$ cat config.mk
export PLATFORM = sky130hd
export DESIGN_NAME = program_counter_stack
export DESIGN_NICKNAME = d
export VERILOG_FILES = /design/src/prog_stack_pkg.sv /design/src/program_counter_stack.sv
export SDC_FILE = /design/constraint.sdc
export NUM_CORES = 1
export LEC_CHECK = 0
export BUFFER_PORTS_ARGS = -buffer_cell sky130_fd_sc_hd__buf_2
export CELL_PAD_IN_SITES_DETAIL_PLACEMENT = 0
export CELL_PAD_IN_SITES_GLOBAL_PLACEMENT = 1
export CORE_ASPECT_RATIO = 0.75
export CORE_MARGIN = 2
export CORE_UTILIZATION = 50
export DETAILED_ROUTE_END_ITERATION = 16
export PLACE_DENSITY_LB_ADDON = 0.1
export SYNTH_ARGS = -nofsm -noshare
export SYNTH_HDL_FRONTEND = slang
export SYNTH_SLANG_ARGS = --single-unit
export TNS_END_PERCENT = 10
$ cat constraint.sdc
create_clock -name mclk_in -period 2.6 [get_ports mclk_in]
set_input_delay 0.39 -clock mclk_in [delete_from_list [all_inputs] [get_ports mclk_in]]
set_output_delay 0.39 -clock mclk_in [all_outputs]
set_load 0.005 [all_outputs]
$ cat src/prog_stack_pkg.sv
package prog_stack_pkg;
    localparam int WORD_W = 4;
    localparam int DEPTH = 16;
    localparam int PTR_W = 4;
    localparam logic [PTR_W-1:0] PTR_RESET = 4'h0;
    localparam logic [PTR_W-1:0] PTR_FULL = 4'hF;
    localparam logic [PTR_W-1:0] PTR_EMPTY = 4'h0;
    localparam logic [PTR_W-1:0] PTR_STEP = 4'h1;
    localparam logic [WORD_W-1:0] WORD_ZERO = 4'h0;
    localparam logic [WORD_W-1:0] WORD_ONES = 4'hF;
    localparam logic [WORD_W-1:0] WORD_ONE = 4'h1;

    typedef enum logic [1:0]
    {
        OP_RETURN = 2'h0,
        OP_BRANCH = 2'h1,
        OP_CALL = 2'h2,
        OP_FETCH = 2'h3
    } stack_op_t;
endpackage

$ cat src/program_counter_stack.sv
`timescale 1ns/1ns
module program_counter_stack
(
    // Clock and reset
    input wire logic mclk_in,
    input wire logic sys_rst_in,
    // Sequencer pins
    input wire logic stack_clk_in,
    input wire logic exec_strobe_n_in,
    input wire logic [1:0] instr_sel_in,
    input wire logic [prog_stack_pkg::WORD_W-1:0] data_in_n_in,
    input wire logic carry_in_n_in,
    input wire logic stack_clear_n_in,
    input wire logic obus_enable_n_in,
    // Counter output bus
    output logic [prog_stack_pkg::WORD_W-1:0] pc_out_n_out,
    output logic pc_out_oe_out,
    // Fetch address bus
    output logic [prog_stack_pkg::WORD_W-1:0] fetch_addr_out,
    output logic fetch_addr_oe_out,
    // Status
    output logic carry_out_n_out,
    output logic full_flag_n_out,
    output logic empty_flag_n_out
);
    import prog_stack_pkg::*;

    // ****************************************
    // Pin synchronisers
    // ****************************************
    // Every sequencer pin is asynchronous to mclk; two stages before use.
    localparam int SYNC_W = 7 + WORD_W;
    // Reset to idle pin levels: zeros would fake a strobe and a clear
    localparam logic [SYNC_W-1:0] SYNC_IDLE = {1'h1, 1'h1, 2'h0, WORD_ZERO,
                                               1'h1, 1'h1, 1'h1};
    logic [SYNC_W-1:0] sync1;
    logic [SYNC_W-1:0] sync2;
    logic cp_prev;

    always_ff @(posedge mclk_in)
    begin
        if (sys_rst_in)
        begin
            sync1 <= SYNC_IDLE;
            sync2 <= SYNC_IDLE;
        end
        else
        begin
            sync1 <= {stack_clk_in, exec_strobe_n_in, instr_sel_in,
                      data_in_n_in, carry_in_n_in, stack_clear_n_in,
                      obus_enable_n_in};
            sync2 <= sync1;
        end
    end

    logic cp;
    logic ex_n;
    logic [1:0] sel;
    logic [WORD_W-1:0] din_n;
    logic ci_n;
    logic clr_n;
    logic oen_n;

    assign {cp, ex_n, sel, din_n, ci_n, clr_n, oen_n} = sync2;

    always_ff @(posedge mclk_in)
    begin
        if (sys_rst_in)
            cp_prev <= 1'b1;
        else
            cp_prev <= cp;
    end

    logic cp_rise;
    assign cp_rise = cp && !cp_prev;

    // ****************************************
    // Instruction capture
    // ****************************************
    stack_op_t op;

    // Code is set up while the clock is high, then held for the low phase
    always_ff @(posedge mclk_in)
    begin
        if (sys_rst_in)
            op <= OP_FETCH;
        else if (cp)
            op <= stack_op_t'(sel);
    end

    // ****************************************
    // Storage, pointer and latch
    // ****************************************
    logic [WORD_W-1:0] mem [DEPTH];
    logic [PTR_W-1:0] stack_ptr;
    logic [WORD_W-1:0] out_latch;
    logic pend;
    logic active;
    logic [PTR_W-1:0] work_addr;
    logic [WORD_W-1:0] inc_word;
    logic [WORD_W-1:0] wdata;
    logic wr_en;

    // Execution only while both clock and strobe are low
    assign active = !cp && !ex_n;

    assign inc_word = ci_n ? out_latch : out_latch + WORD_ONE;

    always_comb
    begin
        work_addr = stack_ptr;
        wdata = ~din_n;
        wr_en = 1'b0;
        unique case (op)
            OP_RETURN:
                wr_en = 1'b0;
            OP_BRANCH:
                wr_en = active;
            OP_CALL:
            begin
                work_addr = stack_ptr + PTR_STEP;
                wr_en = active;
            end
            OP_FETCH:
            begin
                wdata = inc_word;
                wr_en = active;
            end
        endcase
    end

    // Write of latch+1 is idempotent because the latch holds while low
    always_ff @(posedge mclk_in)
    begin
        if (!clr_n)
            mem[PTR_EMPTY] <= WORD_ZERO;
        else if (wr_en)
            mem[work_addr] <= wdata;
    end

    // Pointer moves are armed in the low phase, taken at the rise
    always_ff @(posedge mclk_in)
    begin
        if (sys_rst_in || !clr_n)
            pend <= 1'b0;
        else if (cp_rise)
            pend <= 1'b0;
        else if (active && (op == OP_CALL || op == OP_RETURN))
            pend <= 1'b1;
    end

    always_ff @(posedge mclk_in)
    begin
        if (sys_rst_in || !clr_n)
            stack_ptr <= PTR_RESET;
        else if (cp_rise && pend)
        begin
            if (op == OP_CALL)
                stack_ptr <= stack_ptr + PTR_STEP;
            else
                stack_ptr <= stack_ptr - PTR_STEP;
        end
    end

    // Latch follows storage while high, holds while low
    always_ff @(posedge mclk_in)
    begin
        if (sys_rst_in)
            out_latch <= WORD_ZERO;
        else if (cp && !cp_rise)
            out_latch <= mem[stack_ptr];
    end

    // ****************************************
    // Output drivers
    // ****************************************
    always_ff @(posedge mclk_in)
    begin
        if (sys_rst_in)
        begin
            pc_out_n_out <= WORD_ONES;
            pc_out_oe_out <= 1'b0;
        end
        else
        begin
            pc_out_n_out <= ~out_latch;
            pc_out_oe_out <= !oen_n;
        end
    end

    always_ff @(posedge mclk_in)
    begin
        if (sys_rst_in)
        begin
            fetch_addr_out <= WORD_ZERO;
            fetch_addr_oe_out <= 1'b0;
        end
        else
        begin
            fetch_addr_out <= out_latch;
            fetch_addr_oe_out <= active && op == OP_FETCH;
        end
    end

    // ****************************************
    // Status
    // ****************************************
    // Flags lag the pointer by one mclk; fine against the slow pin clock
    always_ff @(posedge mclk_in)
    begin
        if (sys_rst_in)
        begin
            full_flag_n_out <= 1'b1;
            empty_flag_n_out <= 1'b0;
            carry_out_n_out <= 1'b1;
        end
        else
        begin
            full_flag_n_out <= !(stack_ptr == PTR_FULL);
            empty_flag_n_out <= !(stack_ptr == PTR_EMPTY);
            carry_out_n_out <= !(out_latch == WORD_ONES && !ci_n);
        end
    end

    // ****************************************
    // Assertions
    // ****************************************
    property p_full_flag;
        @(posedge mclk_in) disable iff (sys_rst_in)
        1'b1 |=> full_flag_n_out == ($past(stack_ptr) != PTR_FULL);
    endproperty
    a_full_flag: assert property (p_full_flag)
        else $error("full flag does not match pointer");

    property p_empty_flag;
        @(posedge mclk_in) disable iff (sys_rst_in)
        1'b1 |=> empty_flag_n_out == ($past(stack_ptr) != PTR_EMPTY);
    endproperty
    a_empty_flag: assert property (p_empty_flag)
        else $error("empty flag does not match pointer");

    property p_fetch_drive;
        @(posedge mclk_in) disable iff (sys_rst_in)
        fetch_addr_oe_out |-> $past(!cp && !ex_n && op == OP_FETCH);
    endproperty
    a_fetch_drive: assert property (p_fetch_drive)
        else $error("fetch bus driven outside fetch low phase");

    property p_obus_enable;
        @(posedge mclk_in) disable iff (sys_rst_in)
        !oen_n |=> pc_out_oe_out;
    endproperty
    a_obus_enable: assert property (p_obus_enable)
        else $error("counter bus not driven while enabled");

    property p_ptr_idle;
        @(posedge mclk_in) disable iff (sys_rst_in)
        (clr_n && !pend) |=> $stable(stack_ptr);
    endproperty
    a_ptr_idle: assert property (p_ptr_idle)
        else $error("pointer moved with no armed operation");

    property p_call_push;
        @(posedge mclk_in) disable iff (sys_rst_in)
        (clr_n && cp_rise && pend && op == OP_CALL) |=>
            stack_ptr == $past(stack_ptr) + PTR_STEP;
    endproperty
    a_call_push: assert property (p_call_push)
        else $error("call did not increment pointer");

    property p_latch_hold;
        @(posedge mclk_in) disable iff (sys_rst_in)
        (!cp && $past(!cp)) |-> $stable(out_latch);
    endproperty
    a_latch_hold: assert property (p_latch_hold)
        else $error("output latch moved in low phase");

    property p_clear;
        @(posedge mclk_in) disable iff (sys_rst_in)
        !clr_n |=> stack_ptr == PTR_RESET ##1 !empty_flag_n_out;
    endproperty
    a_clear: assert property (p_clear)
        else $error("clear did not empty the stack");

    property p_carry;
        @(posedge mclk_in) disable iff (sys_rst_in)
        (out_latch == WORD_ONES && !ci_n) |=> !carry_out_n_out;
    endproperty
    a_carry: assert property (p_carry)
        else $error("carry out not asserted at all ones");

    property p_return_pop;
        @(posedge mclk_in) disable iff (sys_rst_in)
        (clr_n && cp_rise && pend && op == OP_RETURN) |=>
            stack_ptr == $past(stack_ptr) - PTR_STEP;
    endproperty
    a_return_pop: assert property (p_return_pop)
        else $error("return did not decrement pointer");

    property p_obus_off;
        @(posedge mclk_in) disable iff (sys_rst_in)
        oen_n |=> !pc_out_oe_out;
    endproperty
    a_obus_off: assert property (p_obus_off)
        else $error("counter bus driven while disabled");

    property p_fetch_float;
        @(posedge mclk_in) disable iff (sys_rst_in)
        (cp || ex_n) |=> !fetch_addr_oe_out;
    endproperty
    a_fetch_float: assert property (p_fetch_float)
        else $error("fetch bus driven with clock or strobe high");

    property p_branch_write;
        @(posedge mclk_in) disable iff (sys_rst_in)
        (clr_n && active && op == OP_BRANCH) |=>
            mem[stack_ptr] == ~$past(din_n);
    endproperty
    a_branch_write: assert property (p_branch_write)
        else $error("branch did not load current entry");

    property p_call_write;
        @(posedge mclk_in) disable iff (sys_rst_in)
        (clr_n && active && op == OP_CALL) |=>
            mem[stack_ptr + PTR_STEP] == ~$past(din_n);
    endproperty
    a_call_write: assert property (p_call_write)
        else $error("call did not load the next entry");

    property p_fetch_inc;
        @(posedge mclk_in) disable iff (sys_rst_in)
        (clr_n && active && op == OP_FETCH && !ci_n) |=>
            mem[stack_ptr] == $past(out_latch) + WORD_ONE;
    endproperty
    a_fetch_inc: assert property (p_fetch_inc)
        else $error("fetch did not increment counter");

    property p_fetch_keep;
        @(posedge mclk_in) disable iff (sys_rst_in)
        (clr_n && active && op == OP_FETCH && ci_n) |=>
            mem[stack_ptr] == $past(out_latch);
    endproperty
    a_fetch_keep: assert property (p_fetch_keep)
        else $error("iterative fetch changed counter");

    property p_latch_follow;
        @(posedge mclk_in) disable iff (sys_rst_in)
        (cp && $past(cp)) |=> out_latch == $past(mem[stack_ptr]);
    endproperty
    a_latch_follow: assert property (p_latch_follow)
        else $error("output latch not following storage");

    property p_carry_off;
        @(posedge mclk_in) disable iff (sys_rst_in)
        !(out_latch == WORD_ONES && !ci_n) |=> carry_out_n_out;
    endproperty
    a_carry_off: assert property (p_carry_off)
        else $error("carry out asserted below all ones");
endmodule

==> impl_results.rst, run 1 <==
.. list-table::
   :header-rows: 1

   * - Metric
     - Value
   * - Antenna-violating nets left
     - 0
   * - Critical-path cell list
     - nand2b_2, ha_1, nor4_1, nand3_1, nor2_1
   * - CTS tree
     - yes
   * - Final count of hold timing violations
     - 0
   * - Ratio of final minimum period to clock period
     - 87.13%
   * - Vias per std cell
     - 5.338
   * - Skew-Pair Late Insertion Delay
     - 0.35 ns
   * - Inserted Clock Buffers
     - 9
   * - Ant. Diodes
     - 0
   * - Buffer depth of the longest clock path
     - 2
   * - Transition time of the tightest slew-check pin
     - 0.5768 ns
   * - Setup_tns
     - 0 ns
   * - Total wire length after detailed routing
     - 8432 um
   * - Peak supply drop
     - 0.0004863 V
   * - Commonest cells after routing, fill and taps aside
     - 64 x edfxtp_1, 47 x dfxtp_1, 25 x buf_2
   * - Final max-slew violation count
     - 0
   * - Internal Power
     - 0.002766 W
   * - Highest clock rate
     - 0.4414 GHz
   * - Sequential-to-total area share from yosys stat
     - 66.11%
   * - Type of destination of the critical path
     - flip-flop
   * - Synthesis warning total
     - 0
   * - Initial core utilization
     - 51.44%
   * - Post-Place Worst Slack
     - 0.3994 ns
   * - HPWL Detailed
     - 5926 um
   * - Required time of the critical path
     - 2.60 ns
   * - Antenna violations before repair
     - 0
   * - Post-layout net count
     - 371
   * - Cell variety after synth
     - 43
   * - Row cnt
     - 29
   * - Number of top-level pins
     - 26
   * - DR vias
     - 2482
   * - Post-Route Skew
     - 0.006737 ns
   * - Max-capacitance violation count
     - 0
   * - Floorplan die width
     - 111.5 um
   * - Startpoint Class
     - flip-flop
   * - Power per cell area
     - 681.2 nW/um^2
   * - Post-CTS Setup Repair Bufs
     - 0
   * - Fraction of final layout cells with drive strength greater than 1
     - 22.97%
   * - Vias in the first global route
     - 2376
   * - Most common cell after layout, fill and taps aside
     - edfxtp_1
   * - CP max FO
     - 7
   * - Ys async rst share
     - 0%
   * - Quantity of I/O buffers inserted on ports
     - 25
   * - Last weighted congestion value of the routability-driven placer
     - 0.8623
   * - Average footprint of a synthesized cell
     - 13.92 sq um
   * - First-pass iteration count of the detailed router
     - 4
   * - Final-layout fill cell count
     - 720
   * - Minimum period implied by the final worst setup slack
     - 2.265 ns
   * - Utilization after layout
     - 59.10%
   * - Clk Tree Root Cell
     - clkbuf_16
   * - Die extent in y
     - 84.60 um
   * - Post-synthesis register bit count
     - 111
   * - Slowest Stage Delay on Critical Path
     - 0.40 ns
   * - Nets in the synthesized netlist
     - 330
   * - Worst setup slack after layout
     - 0.3345 ns
   * - Worst setup path category
     - flip-flop to flip-flop
   * - Power share of the clock group
     - 41.6%
   * - Clock input transition at the sequential cells of the worst setup and hold paths
     - 0.06 ns
   * - Switching share of total power
     - 18.39%
   * - Grt total ovfl
     - 0
   * - Post-synth EDFFs
     - 64
   * - Setup repair after global routing missed its margin
     - no
   * - Area inside the core boundary
     - 8418 sq um
   * - Sink Count
     - 111
   * - Share of power burned in registers
     - 55.7%
   * - Area growth from synthesis to layout
     - 14.88%
   * - Setup-violating endpoint count in the final report
     - 0
   * - Max stage delay cell, worst path
     - nor2_1
   * - Run status
     - finished clean
   * - Worst endpoint data arrival time
     - 2.26 ns
   * - Pin count of the biggest net entering global routing
     - 38
   * - DR DRC count
     - 0
   * - Switching power
     - 0.0006231 W
   * - Ys flop type
     - edfxtp_1
   * - Overall fraction of global-route tracks in use
     - 19.43%
   * - Combined area of all synthesized cells
     - 4330 sq um
   * - First-iteration detailed-routing DRC count
     - 131
   * - H-tree level count
     - 3
   * - Hold Buf Count CTS
     - 0
   * - Max-slew headroom
     - 61.55%
   * - Power consumption
     - 0.003389 W
   * - Static leakage power
     - 1.866 nW
   * - First-pass GRT wire length
     - 13480 um
   * - Die outline area
     - 9429 sq um
   * - Worst hold path class
     - input port to flip-flop
   * - Combinational share of power
     - 2.7%
   * - Syn Inst Count
     - 311
   * - Quantity of gates resized following cts
     - 0
   * - Average wire per standard cell
     - 18.13 um
## routing by layer
| layer | up-vias | GRT usage [%] | part of all wire [%] |
|---|---|---|---|
| met5 | - | 0 | 0 |
| li1 | 1224 | - | - |
| met3 | 11 | 4.621 | 5.5 |
| met4 | 0 | 7.407 | 1.5 |
| met2 | 64 | 26.61 | 41 |
| met1 | 1183 | 29.99 | 52 |
## critical path: cells and delay by family (launching register included)
family | cells | cell delay, ns
adders and majority gates | 1 | 0.33
DFF | 1 | 0.36
and+or+nand+nor | 4 | 1.22
## registers in the layout (all words and copies together) (netlist names)
name / flops
mem: 64
carry_out_n_out: 1
full_flag_n_out: 1
sync2: 11
fetch_addr_out: 4
sync1: 11
op: 2
pc_out_n_out: 4
fetch_addr_oe_out: 1
cp_prev: 1
empty_flag_n_out: 1
stack_ptr: 4
pc_out_oe_out: 1
pend: 1
out_latch: 4
## path summary, 6_finish.rpt
kind	start	to	slack, ns	cells past startpoint
max reg2reg	op[0]	mem[10][0]	0.33	5
min reg2reg	sync2[0]	pc_out_oe_out	0.38	1
max	op[0]	mem[10][0]	0.33	5
min	stack_clk_in	sync1[10]	0.22	2
## kinds of logic after synthesis
kind of cell	synth area share (%)
fa+ha+maj	1.734
simple gates	14.04
xor+xnor	1.011
buf+inv	2.340
flops	66.11
compound gates	4.854
mux	9.910
## power by group through the flow
stage          clock, W  combinational [W]  sequential, W
6_report        0.00141          0.0000917        0.00189
5_1_grt         0.00150           0.000103        0.00189
4_1_cts         0.00145          0.0000925        0.00189
3_5_place_dp          0          0.0000918        0.00192
3_3_place_gp          0          0.0000916        0.00192
2_1_floorplan         0          0.0000619        0.00192
## cells in the mapped netlist, types with 2 or more instances
cell type  instances  area [sq um]
edfxtp_1          64          1922
dfxtp_1           47         940.9
nor2b_1           20         125.1
nor2_1            19         71.32
mux2i_1           14         140.1
nand2_1           14         52.55
nor3_1            11         55.05
or2_2             11         68.82
nand3_1            9         45.04
a21oi_1            8         40.04
inv_1              7         26.28
a211oi_1           6         45.04
ha_1               6         75.07
nor4_1             6         37.54
clkbuf_1           5         18.77
mux4_1             5         131.4
mux4_2             5         112.6
nand4b_1           5         43.79
mux2_2             4         45.04
nand2b_1           4         25.02
xnor2_1            4         35.03
a22oi_1            3         22.52
buf_2              3         15.01
buf_4              3         22.52
nand3b_1           3         22.52
o21ai_0            3         15.01
or3_1              3         18.77
a211o_1            2         17.52
a31oi_2            2         25.02
and3b_1            2         17.52
## per-stage QoR
| stage | hold slack [ns] | std cells | area [sq um] |
|---|---|---|---|
| 3_5_place_dp | 0.3723 | 449 | 4654 |
| 6_report | 0.2219 | 465 | 4975 |
| 2_1_floorplan | 0.3627 | 311 | 4330 |
| 5_1_grt | 0.2112 | 465 | 4975 |
| 4_1_cts | 0.2105 | 465 | 4975 |
| 3_3_place_gp | 0.3663 | 449 | 4654 |
## cell type report
class | instances | area, sq um | share of cell area, %
flip-flops and latches | 111 | 2863 | 57.55
clock buffers | 13 | 281.5 | 5.659
well taps | 108 | 135.1 | 2.716
inverters | 8 | 30.03 | 0.6036
repair buffers | 43 | 260.3 | 5.231
clock inverters | 3 | 38.79 | 0.7797
multi-input cells | 179 | 1366 | 27.46
No activity file was read; power rests on OpenSTA's default activity.
==> inputs of run 2 (changes only) <==
--- a/config.mk
+++ b/config.mk
@@ -5,12 +5,13 @@
 export SDC_FILE = /design/constraint.sdc
 export NUM_CORES = 1
 export LEC_CHECK = 0
+export ABC_AREA = 1
 export BUFFER_PORTS_ARGS = -buffer_cell sky130_fd_sc_hd__buf_2
 export CELL_PAD_IN_SITES_DETAIL_PLACEMENT = 0
 export CELL_PAD_IN_SITES_GLOBAL_PLACEMENT = 1
 export CORE_ASPECT_RATIO = 0.75
 export CORE_MARGIN = 2
-export CORE_UTILIZATION = 50
+export CORE_UTILIZATION = 47
 export DETAILED_ROUTE_END_ITERATION = 16
 export PLACE_DENSITY_LB_ADDON = 0.1
 export SYNTH_ARGS = -nofsm -noshare
==> impl_results.rst, run 2 <==
.. list-table::
   :header-rows: 1

   * - Metric
     - Value
   * - Leading post-synthesis cells by cell area
     - edfxtp_1 42%, dfxtp_1 21%, nand2_1 9.4%
   * - Share of power burned in registers
     - 58.4%
   * - Worst path bufs/invs
     - 1
   * - Power share of the clock group
     - 38.9%
   * - Synthesis warning total
     - 0
   * - Minimum period implied by the final worst setup slack
     - 2.193 ns
   * - Worst hold path depth
     - 2
   * - Commonest cells after routing, fill and taps aside
     - 115 x nand2_1, 83 x inv_1, 64 x nor2_1, 64 x edfxtp_1, 47 x dfxtp_1
   * - Area inside the core boundary
     - 9580 sq um
   * - Syn Inst Count
     - 498
   * - Number of standard cells in the layout, taps in and fillers out
     - 663
   * - Post-CTS Setup Repair Bufs
     - 0
   * - Largest reg by FF count
     - mem
   * - Max-slew headroom
     - 61.22%
   * - Startpoint Class
     - flip-flop
   * - Required time of the critical path
     - 2.61 ns
   * - Die outline area
     - 10550 sq um
   * - Cells on worst reg2reg path
     - 6
   * - Summed area of non-filler cells in the final layout
     - 5114 sq um
   * - Power consumption
     - 0.003230 W
   * - Detailed route wirelength on metal3
     - 565 um
   * - CP max FO
     - 11
   * - Number of gates on the worst path with buffers counted
     - 6
   * - Combined area of all synthesized cells
     - 4578 sq um
   * - Initial core utilization
     - 47.79%
   * - Peak supply drop
     - 0.0004674 V
   * - Biggest regs
     - mem: 64 flops, sync1: 11 flops, sync2: 11 flops
   * - Area growth from synthesis to layout
     - 11.70%
   * - HPWL Detailed
     - 6346 um
   * - Clk Tree Root Cell
     - clkbuf_16
   * - Grt total ovfl
     - 0
   * - First-pass iteration count of the detailed router
     - 4
   * - Total wire length after detailed routing
     - 9000 um
   * - Hold Buf Count CTS
     - 0
   * - Ant. Diodes
     - 0
   * - Vias per std cell
     - 4.638
   * - Fraction of final layout cells with drive strength greater than 1
     - 13.18%
   * - Post-synth EDFFs
     - 64
   * - Cell with the most instances after synthesis
     - nand2_1
   * - Ys flop type
     - edfxtp_1
   * - Highest clock rate
     - 0.4559 GHz
   * - Pin count of the biggest net entering global routing
     - 40
   * - Quantity of I/O buffers inserted on ports
     - 25
   * - Cell total after placement
     - 647
   * - Quantity of gates resized following cts
     - 0
   * - Type of destination of the critical path
     - flip-flop
   * - Row cnt
     - 31
   * - Sink Count
     - 111
   * - Multi-input gate area
     - 1295 sq um
   * - Overall fraction of global-route tracks in use
     - 18.40%
   * - DR top layer
     - met4
   * - Setup-violating endpoint count in the final report
     - 0
   * - Floorplan die width
     - 118.0 um
   * - Final max-slew violation count
     - 0
   * - Run status
     - finished clean
   * - Average wire per standard cell
     - 13.57 um
   * - Top cell family by delay on the critical path
     - simple AND/OR/NAND/NOR gates
   * - Worst hold path class
     - input port to flip-flop
   * - Combinational share of power
     - 2.8%
   * - DR DRC count
     - 0
   * - Worst setup path category
     - flip-flop to flip-flop
   * - First-pass GRT wire length
     - 14580 um
   * - Antenna-violating nets left
     - 0
   * - Buffer depth of the longest clock path
     - 2
   * - Static leakage power
     - 2.283 nW
   * - Total length of routed met2 wires
     - 3884 um
   * - CTS tree
     - yes
   * - Max stage delay cell, worst path
     - dfxtp_1
   * - H-tree level count
     - 3
   * - Vias in the first global route
     - 2862
   * - Average footprint of a synthesized cell
     - 9.193 sq um
   * - Post-synthesis register bit count
     - 111
   * - Clock input transition at the sequential cells of the worst setup and hold paths
     - 0.07 ns
   * - Commonest cells in the netlist
     - 115 x nand2_1, 83 x inv_1, 64 x edfxtp_1, 64 x nor2_1, 47 x dfxtp_1
   * - Transition time of the tightest slew-check pin
     - 0.5810 ns
   * - Total area of sequential cells
     - 2863 sq um
   * - Hold slack final
     - 0.2296 ns
   * - Slowest Stage Delay on Critical Path
     - 0.56 ns
   * - Worst endpoint data arrival time
     - 2.20 ns
   * - Flip-flop count of the largest register, all copies and words added
     - 64
   * - Sequential-to-total area share from yosys stat
     - 62.53%
   * - Antenna violations before repair
     - 0
   * - Max-capacitance violation count
     - 0
   * - Yosys top cell area share
     - 41.98%
   * - Die extent in y
     - 89.47 um
   * - Power per cell area
     - 631.7 nW/um^2
   * - Synth area leader
     - edfxtp_1
   * - Internal Power
     - 0.002582 W
   * - Final-layout fill cell count
     - 914
   * - Ratio of final minimum period to clock period
     - 84.36%
   * - Post-Route Skew
     - 0.006176 ns
   * - Number of top-level pins
     - 26
   * - Met1 layer wirelength in the final routing
     - 4450 um
   * - Most common cell after layout, fill and taps aside
     - nand2_1
   * - Switching share of total power
     - 20.08%
   * - Switching power
     - 0.0006487 W
   * - Critical-path cell list
     - inv_1, ha_1, nand2_1, o21ai_1, nand3_1, nor2_1
   * - Cell variety after synth
     - 28
   * - Skew-Pair Late Insertion Delay
     - 0.34 ns
   * - Setup repair after global routing missed its margin
     - no
   * - Placed inst area
     - 4838 sq um
   * - Setup_tns
     - 0 ns
   * - Nets in the synthesized netlist
     - 517
   * - DR vias
     - 3075
   * - Final count of hold timing violations
     - 0
   * - Last weighted congestion value of the routability-driven placer
     - 0.7830
   * - Inserted Clock Buffers
     - 9
   * - First-iteration detailed-routing DRC count
     - 196
   * - Post-layout net count
     - 545
   * - Ys async rst share
     - 0%
[run 2: logic make-up after synthesis]
| logic type | Yosys count | share of synthesized area, % |
|---|---|---|
| and+or+nand+nor | 243 | 22.41 |
| AOI/OAI and AO/OA | 33 | 4.045 |
| DFF | 111 | 62.53 |
| buffers and inverters | 104 | 9.183 |
| adders and majority gates | 6 | 1.640 |
| xor gates and xnor gates | 1 | 0.1913 |
[run 2: final cells by class]
cell class	count	area share, %
multi-input combinational	283	25.32
inverter	88	6.460
sequential	111	55.98
clock buffer	11	4.747
clock inverter	5	0.6362
timing repair buffer	33	3.621
tap	132	3.230
[run 2: worst paths after layout]
check                                      start       endpoint  slack (ns)
worst max-delay path                stack_ptr[1]     mem[10][2]        0.41
worst min-delay path            exec_strobe_n_in       sync1[9]        0.23
worst max register to register      stack_ptr[1]     mem[10][2]        0.41
worst min register to register          sync2[0]  pc_out_oe_out        0.38
[run 2: metrics by stage]
step,worst slack (ns),utilization (%)
after floorplan,0.7731,-
after global placement,0.4812,50.50
after detailed placement,0.4605,50.50
after CTS,0.4392,53.38
after global routing,0.1814,53.38
final,0.4067,53.38
[run 2: worst register-to-register path: cells and delay by family (launching register included)]
kind	cells	cell delay, ns
compound gates	1	0.14
simple gates	3	0.74
flops	1	0.56
buf+inv	1	0.11
fa+ha+maj	1	0.31
[run 2: per-layer routing]
layer,GRT usage [%],vias to the layer above
li1,-,1620
met4,5.586,0
met1,26.15,1376
met5,0,-
met3,4.783,10
met2,28.01,69
[run 2: power groups by stage]
stage	clock network (W)	logic, W	registers, W
after floorplan	0	0.0000597	0.00192
after global placement	0	0.0000893	0.00192
after detailed placement	0	0.0000899	0.00192
after CTS	0.00129	0.0000906	0.00188
after global routing	0.00137	0.000104	0.00189
final	0.00126	0.0000893	0.00189
==> inputs of run 3 (changes only) <==
--- a/config.mk
+++ b/config.mk
@@ -5,13 +5,13 @@
 export SDC_FILE = /design/constraint.sdc
 export NUM_CORES = 1
 export LEC_CHECK = 0
-export ABC_AREA = 1
+export ABC_AREA = 0
 export BUFFER_PORTS_ARGS = -buffer_cell sky130_fd_sc_hd__buf_2
 export CELL_PAD_IN_SITES_DETAIL_PLACEMENT = 0
 export CELL_PAD_IN_SITES_GLOBAL_PLACEMENT = 1
 export CORE_ASPECT_RATIO = 0.75
 export CORE_MARGIN = 2
-export CORE_UTILIZATION = 47
+export CORE_UTILIZATION = 50
 export DETAILED_ROUTE_END_ITERATION = 16
 export PLACE_DENSITY_LB_ADDON = 0.1
 export SYNTH_ARGS = -nofsm -noshare
==> constraint.sdc (replaced) <==
create_clock -name mclk_in -period 2.16 [get_ports mclk_in]
set_input_delay 0.324 -clock mclk_in [delete_from_list [all_inputs] [get_ports mclk_in]]
set_output_delay 0.324 -clock mclk_in [all_outputs]
set_load 0.005 [all_outputs]
==> impl_results.rst, run 3 (synthesis results as in run 1) <==
.. list-table::
   :header-rows: 1

   * - Metric
     - Value
   * - HPWL Detailed
     - 6072 um
   * - Worst setup path category
     - flip-flop to flip-flop
   * - Static leakage power
     - 1.908 nW
   * - Final max-slew violation count
     - 0
   * - Buffer depth of the longest clock path
     - 2
   * - Biggest regs
     - mem: 64 flops, sync1: 11 flops, sync2: 11 flops
   * - CTS tree
     - yes
   * - Row cnt
     - 29
   * - Post-CTS Setup Repair Bufs
     - 0
   * - Flip-flop count of the largest register, all copies and words added
     - 64
   * - Clock input transition at the sequential cells of the worst setup and hold paths
     - 0.07 ns
   * - Required time of the critical path
     - 2.17 ns
   * - Ratio of final minimum period to clock period
     - 100.1%
   * - Most common cell after layout, fill and taps aside
     - edfxtp_1
   * - Post-Route Skew
     - 0.005401 ns
   * - Peak supply drop
     - 0.0006092 V
   * - Setup-violating endpoint count in the final report
     - 4
   * - Grt total ovfl
     - 0
   * - Post-layout net count
     - 378
   * - CP max FO
     - 6
   * - Power per cell area
     - 820.3 nW/um^2
   * - Post-Place Worst Slack
     - -0.1036 ns
   * - Area growth from synthesis to layout
     - 17.02%
   * - Minimum period implied by the final worst setup slack
     - 2.162 ns
   * - Pin count of the biggest net entering global routing
     - 38
   * - Startpoint Class
     - flip-flop
   * - Vias in the first global route
     - 2415
   * - Run status
     - finished, violations left
   * - Skew-Pair Late Insertion Delay
     - 0.34 ns
   * - Largest reg by FF count
     - mem
   * - Antenna violations before repair
     - 0
   * - Worst endpoint data arrival time
     - 2.17 ns
   * - Number of top-level pins
     - 26
   * - DR vias
     - 2523
   * - Worst hold path class
     - input port to flip-flop
   * - First-pass iteration count of the detailed router
     - 4
   * - Utilization after layout
     - 60.20%
   * - Final count of hold timing violations
     - 0
   * - Sink Count
     - 111
   * - Commonest cells after routing, fill and taps aside
     - 64 x edfxtp_1, 47 x dfxtp_1, 25 x buf_2, 25 x buf_4, 20 x nor2b_1
   * - Transition time of the tightest slew-check pin
     - 0.5916 ns
   * - Max-slew headroom
     - 60.56%
   * - Overall fraction of global-route tracks in use
     - 19.67%
   * - Fraction of final layout cells with drive strength greater than 1
     - 26.65%
   * - Floorplan die width
     - 111.5 um
   * - Total wire length after detailed routing
     - 8494 um
   * - Area inside the core boundary
     - 8418 sq um
   * - Die extent in y
     - 84.60 um
   * - Worst hold path depth
     - 2
   * - Hold Buf Count CTS
     - 0
   * - Cells on worst reg2reg path
     - 5
   * - Max-capacitance violation count
     - 0
   * - Average wire per standard cell
     - 18.00 um
   * - Worst setup slack after layout
     - -0.001776 ns
   * - Setup repair after global routing missed its margin
     - yes
   * - Vias per std cell
     - 5.345
   * - Quantity of gates resized following cts
     - 3
   * - Antenna-violating nets left
     - 0
   * - Last weighted congestion value of the routability-driven placer
     - 0.8292
   * - First-iteration detailed-routing DRC count
     - 202
   * - Initial core utilization
     - 51.44%
   * - First-pass GRT wire length
     - 13850 um
   * - Type of destination of the critical path
     - flip-flop
   * - Inserted Clock Buffers
     - 9
   * - Clk Tree Root Cell
     - clkbuf_16
   * - DR DRC count
     - 0
   * - H-tree level count
     - 3
   * - Quantity of I/O buffers inserted on ports
     - 25
   * - Ant. Diodes
     - 0
   * - Failing checks
     - negative setup slack
   * - Highest clock rate
     - 0.4626 GHz
   * - Die outline area
     - 9429 sq um
run 3: changes by cell type in the layout (fill, tap and decap cells not counted), sizes merged, moves of 14 or more:
cell / delta
buf: +17
inv: -81
mux2i: +14
nand2: -103
nand3: -33
nor2: -47
nor2b: +20
run 3: final timing paths:
kind | startpoint | to | slack [ns]
hold reg to reg | sync2[0] | pc_out_oe_out | 0.38
setup / recovery | stack_ptr[0] | mem[2][0] | -0.002
hold / removal | stack_clk_in | sync1[10] | 0.16
setup reg to reg | stack_ptr[0] | mem[2][0] | -0.002
run 3: area by class of cell:
| type | instances | area (sq um) |
|---|---|---|
| Inverter | 8 | 30.03 |
| Fill cell | 680 | 3351 |
| Clock buffer | 13 | 264.0 |
| Multi-Input combinational cell | 179 | 1398 |
| Sequential cell | 111 | 2863 |
| Timing Repair Buffer | 50 | 312.8 |
| Clock inverter | 3 | 65.06 |
| Tap cell | 108 | 135.1 |
run 3: routing by layer:
metal	track usage [%]	wire, um	vias to the layer above
met5	0	0	-
met1	31.45	4381	1215
li1	-	-	1237
met4	5.275	77	0
met3	5.487	501	8
met2	26.16	3534	63
run 3: through the flow:
step	cells	hold slack (ns)	area, sq um	total power (W)	TNS (ns)
finish	472	0.1619	5067	0.004157	-0.006991
CTS	472	0.1446	5062	0.004206	0
global route	472	0.1551	5067	0.004302	-1.789
detailed placement	456	0.3752	4720	0.002433	-0.6048
global placement	456	0.3663	4720	0.002431	0
floorplan	311	0.3627	4343	0.002387	-0.6713
run 3: worst max-delay path, stage by stage, from the launching register on:
cell,delay [ns]
dfxtp_1,0.39
inv_1,0.14
ha_1,0.36
nor4_2,0.34
nand3_1,0.25
nor2_1,0.35
run 3: where the power goes:
part	switching (W)	internal, W	leakage, nW
clock network	0.000676	0.00109	0.165
registers	0.0000170	0.00225	1.09
logic	0.0000627	0.0000563	0.658
total	0.000756	0.00340	1.91
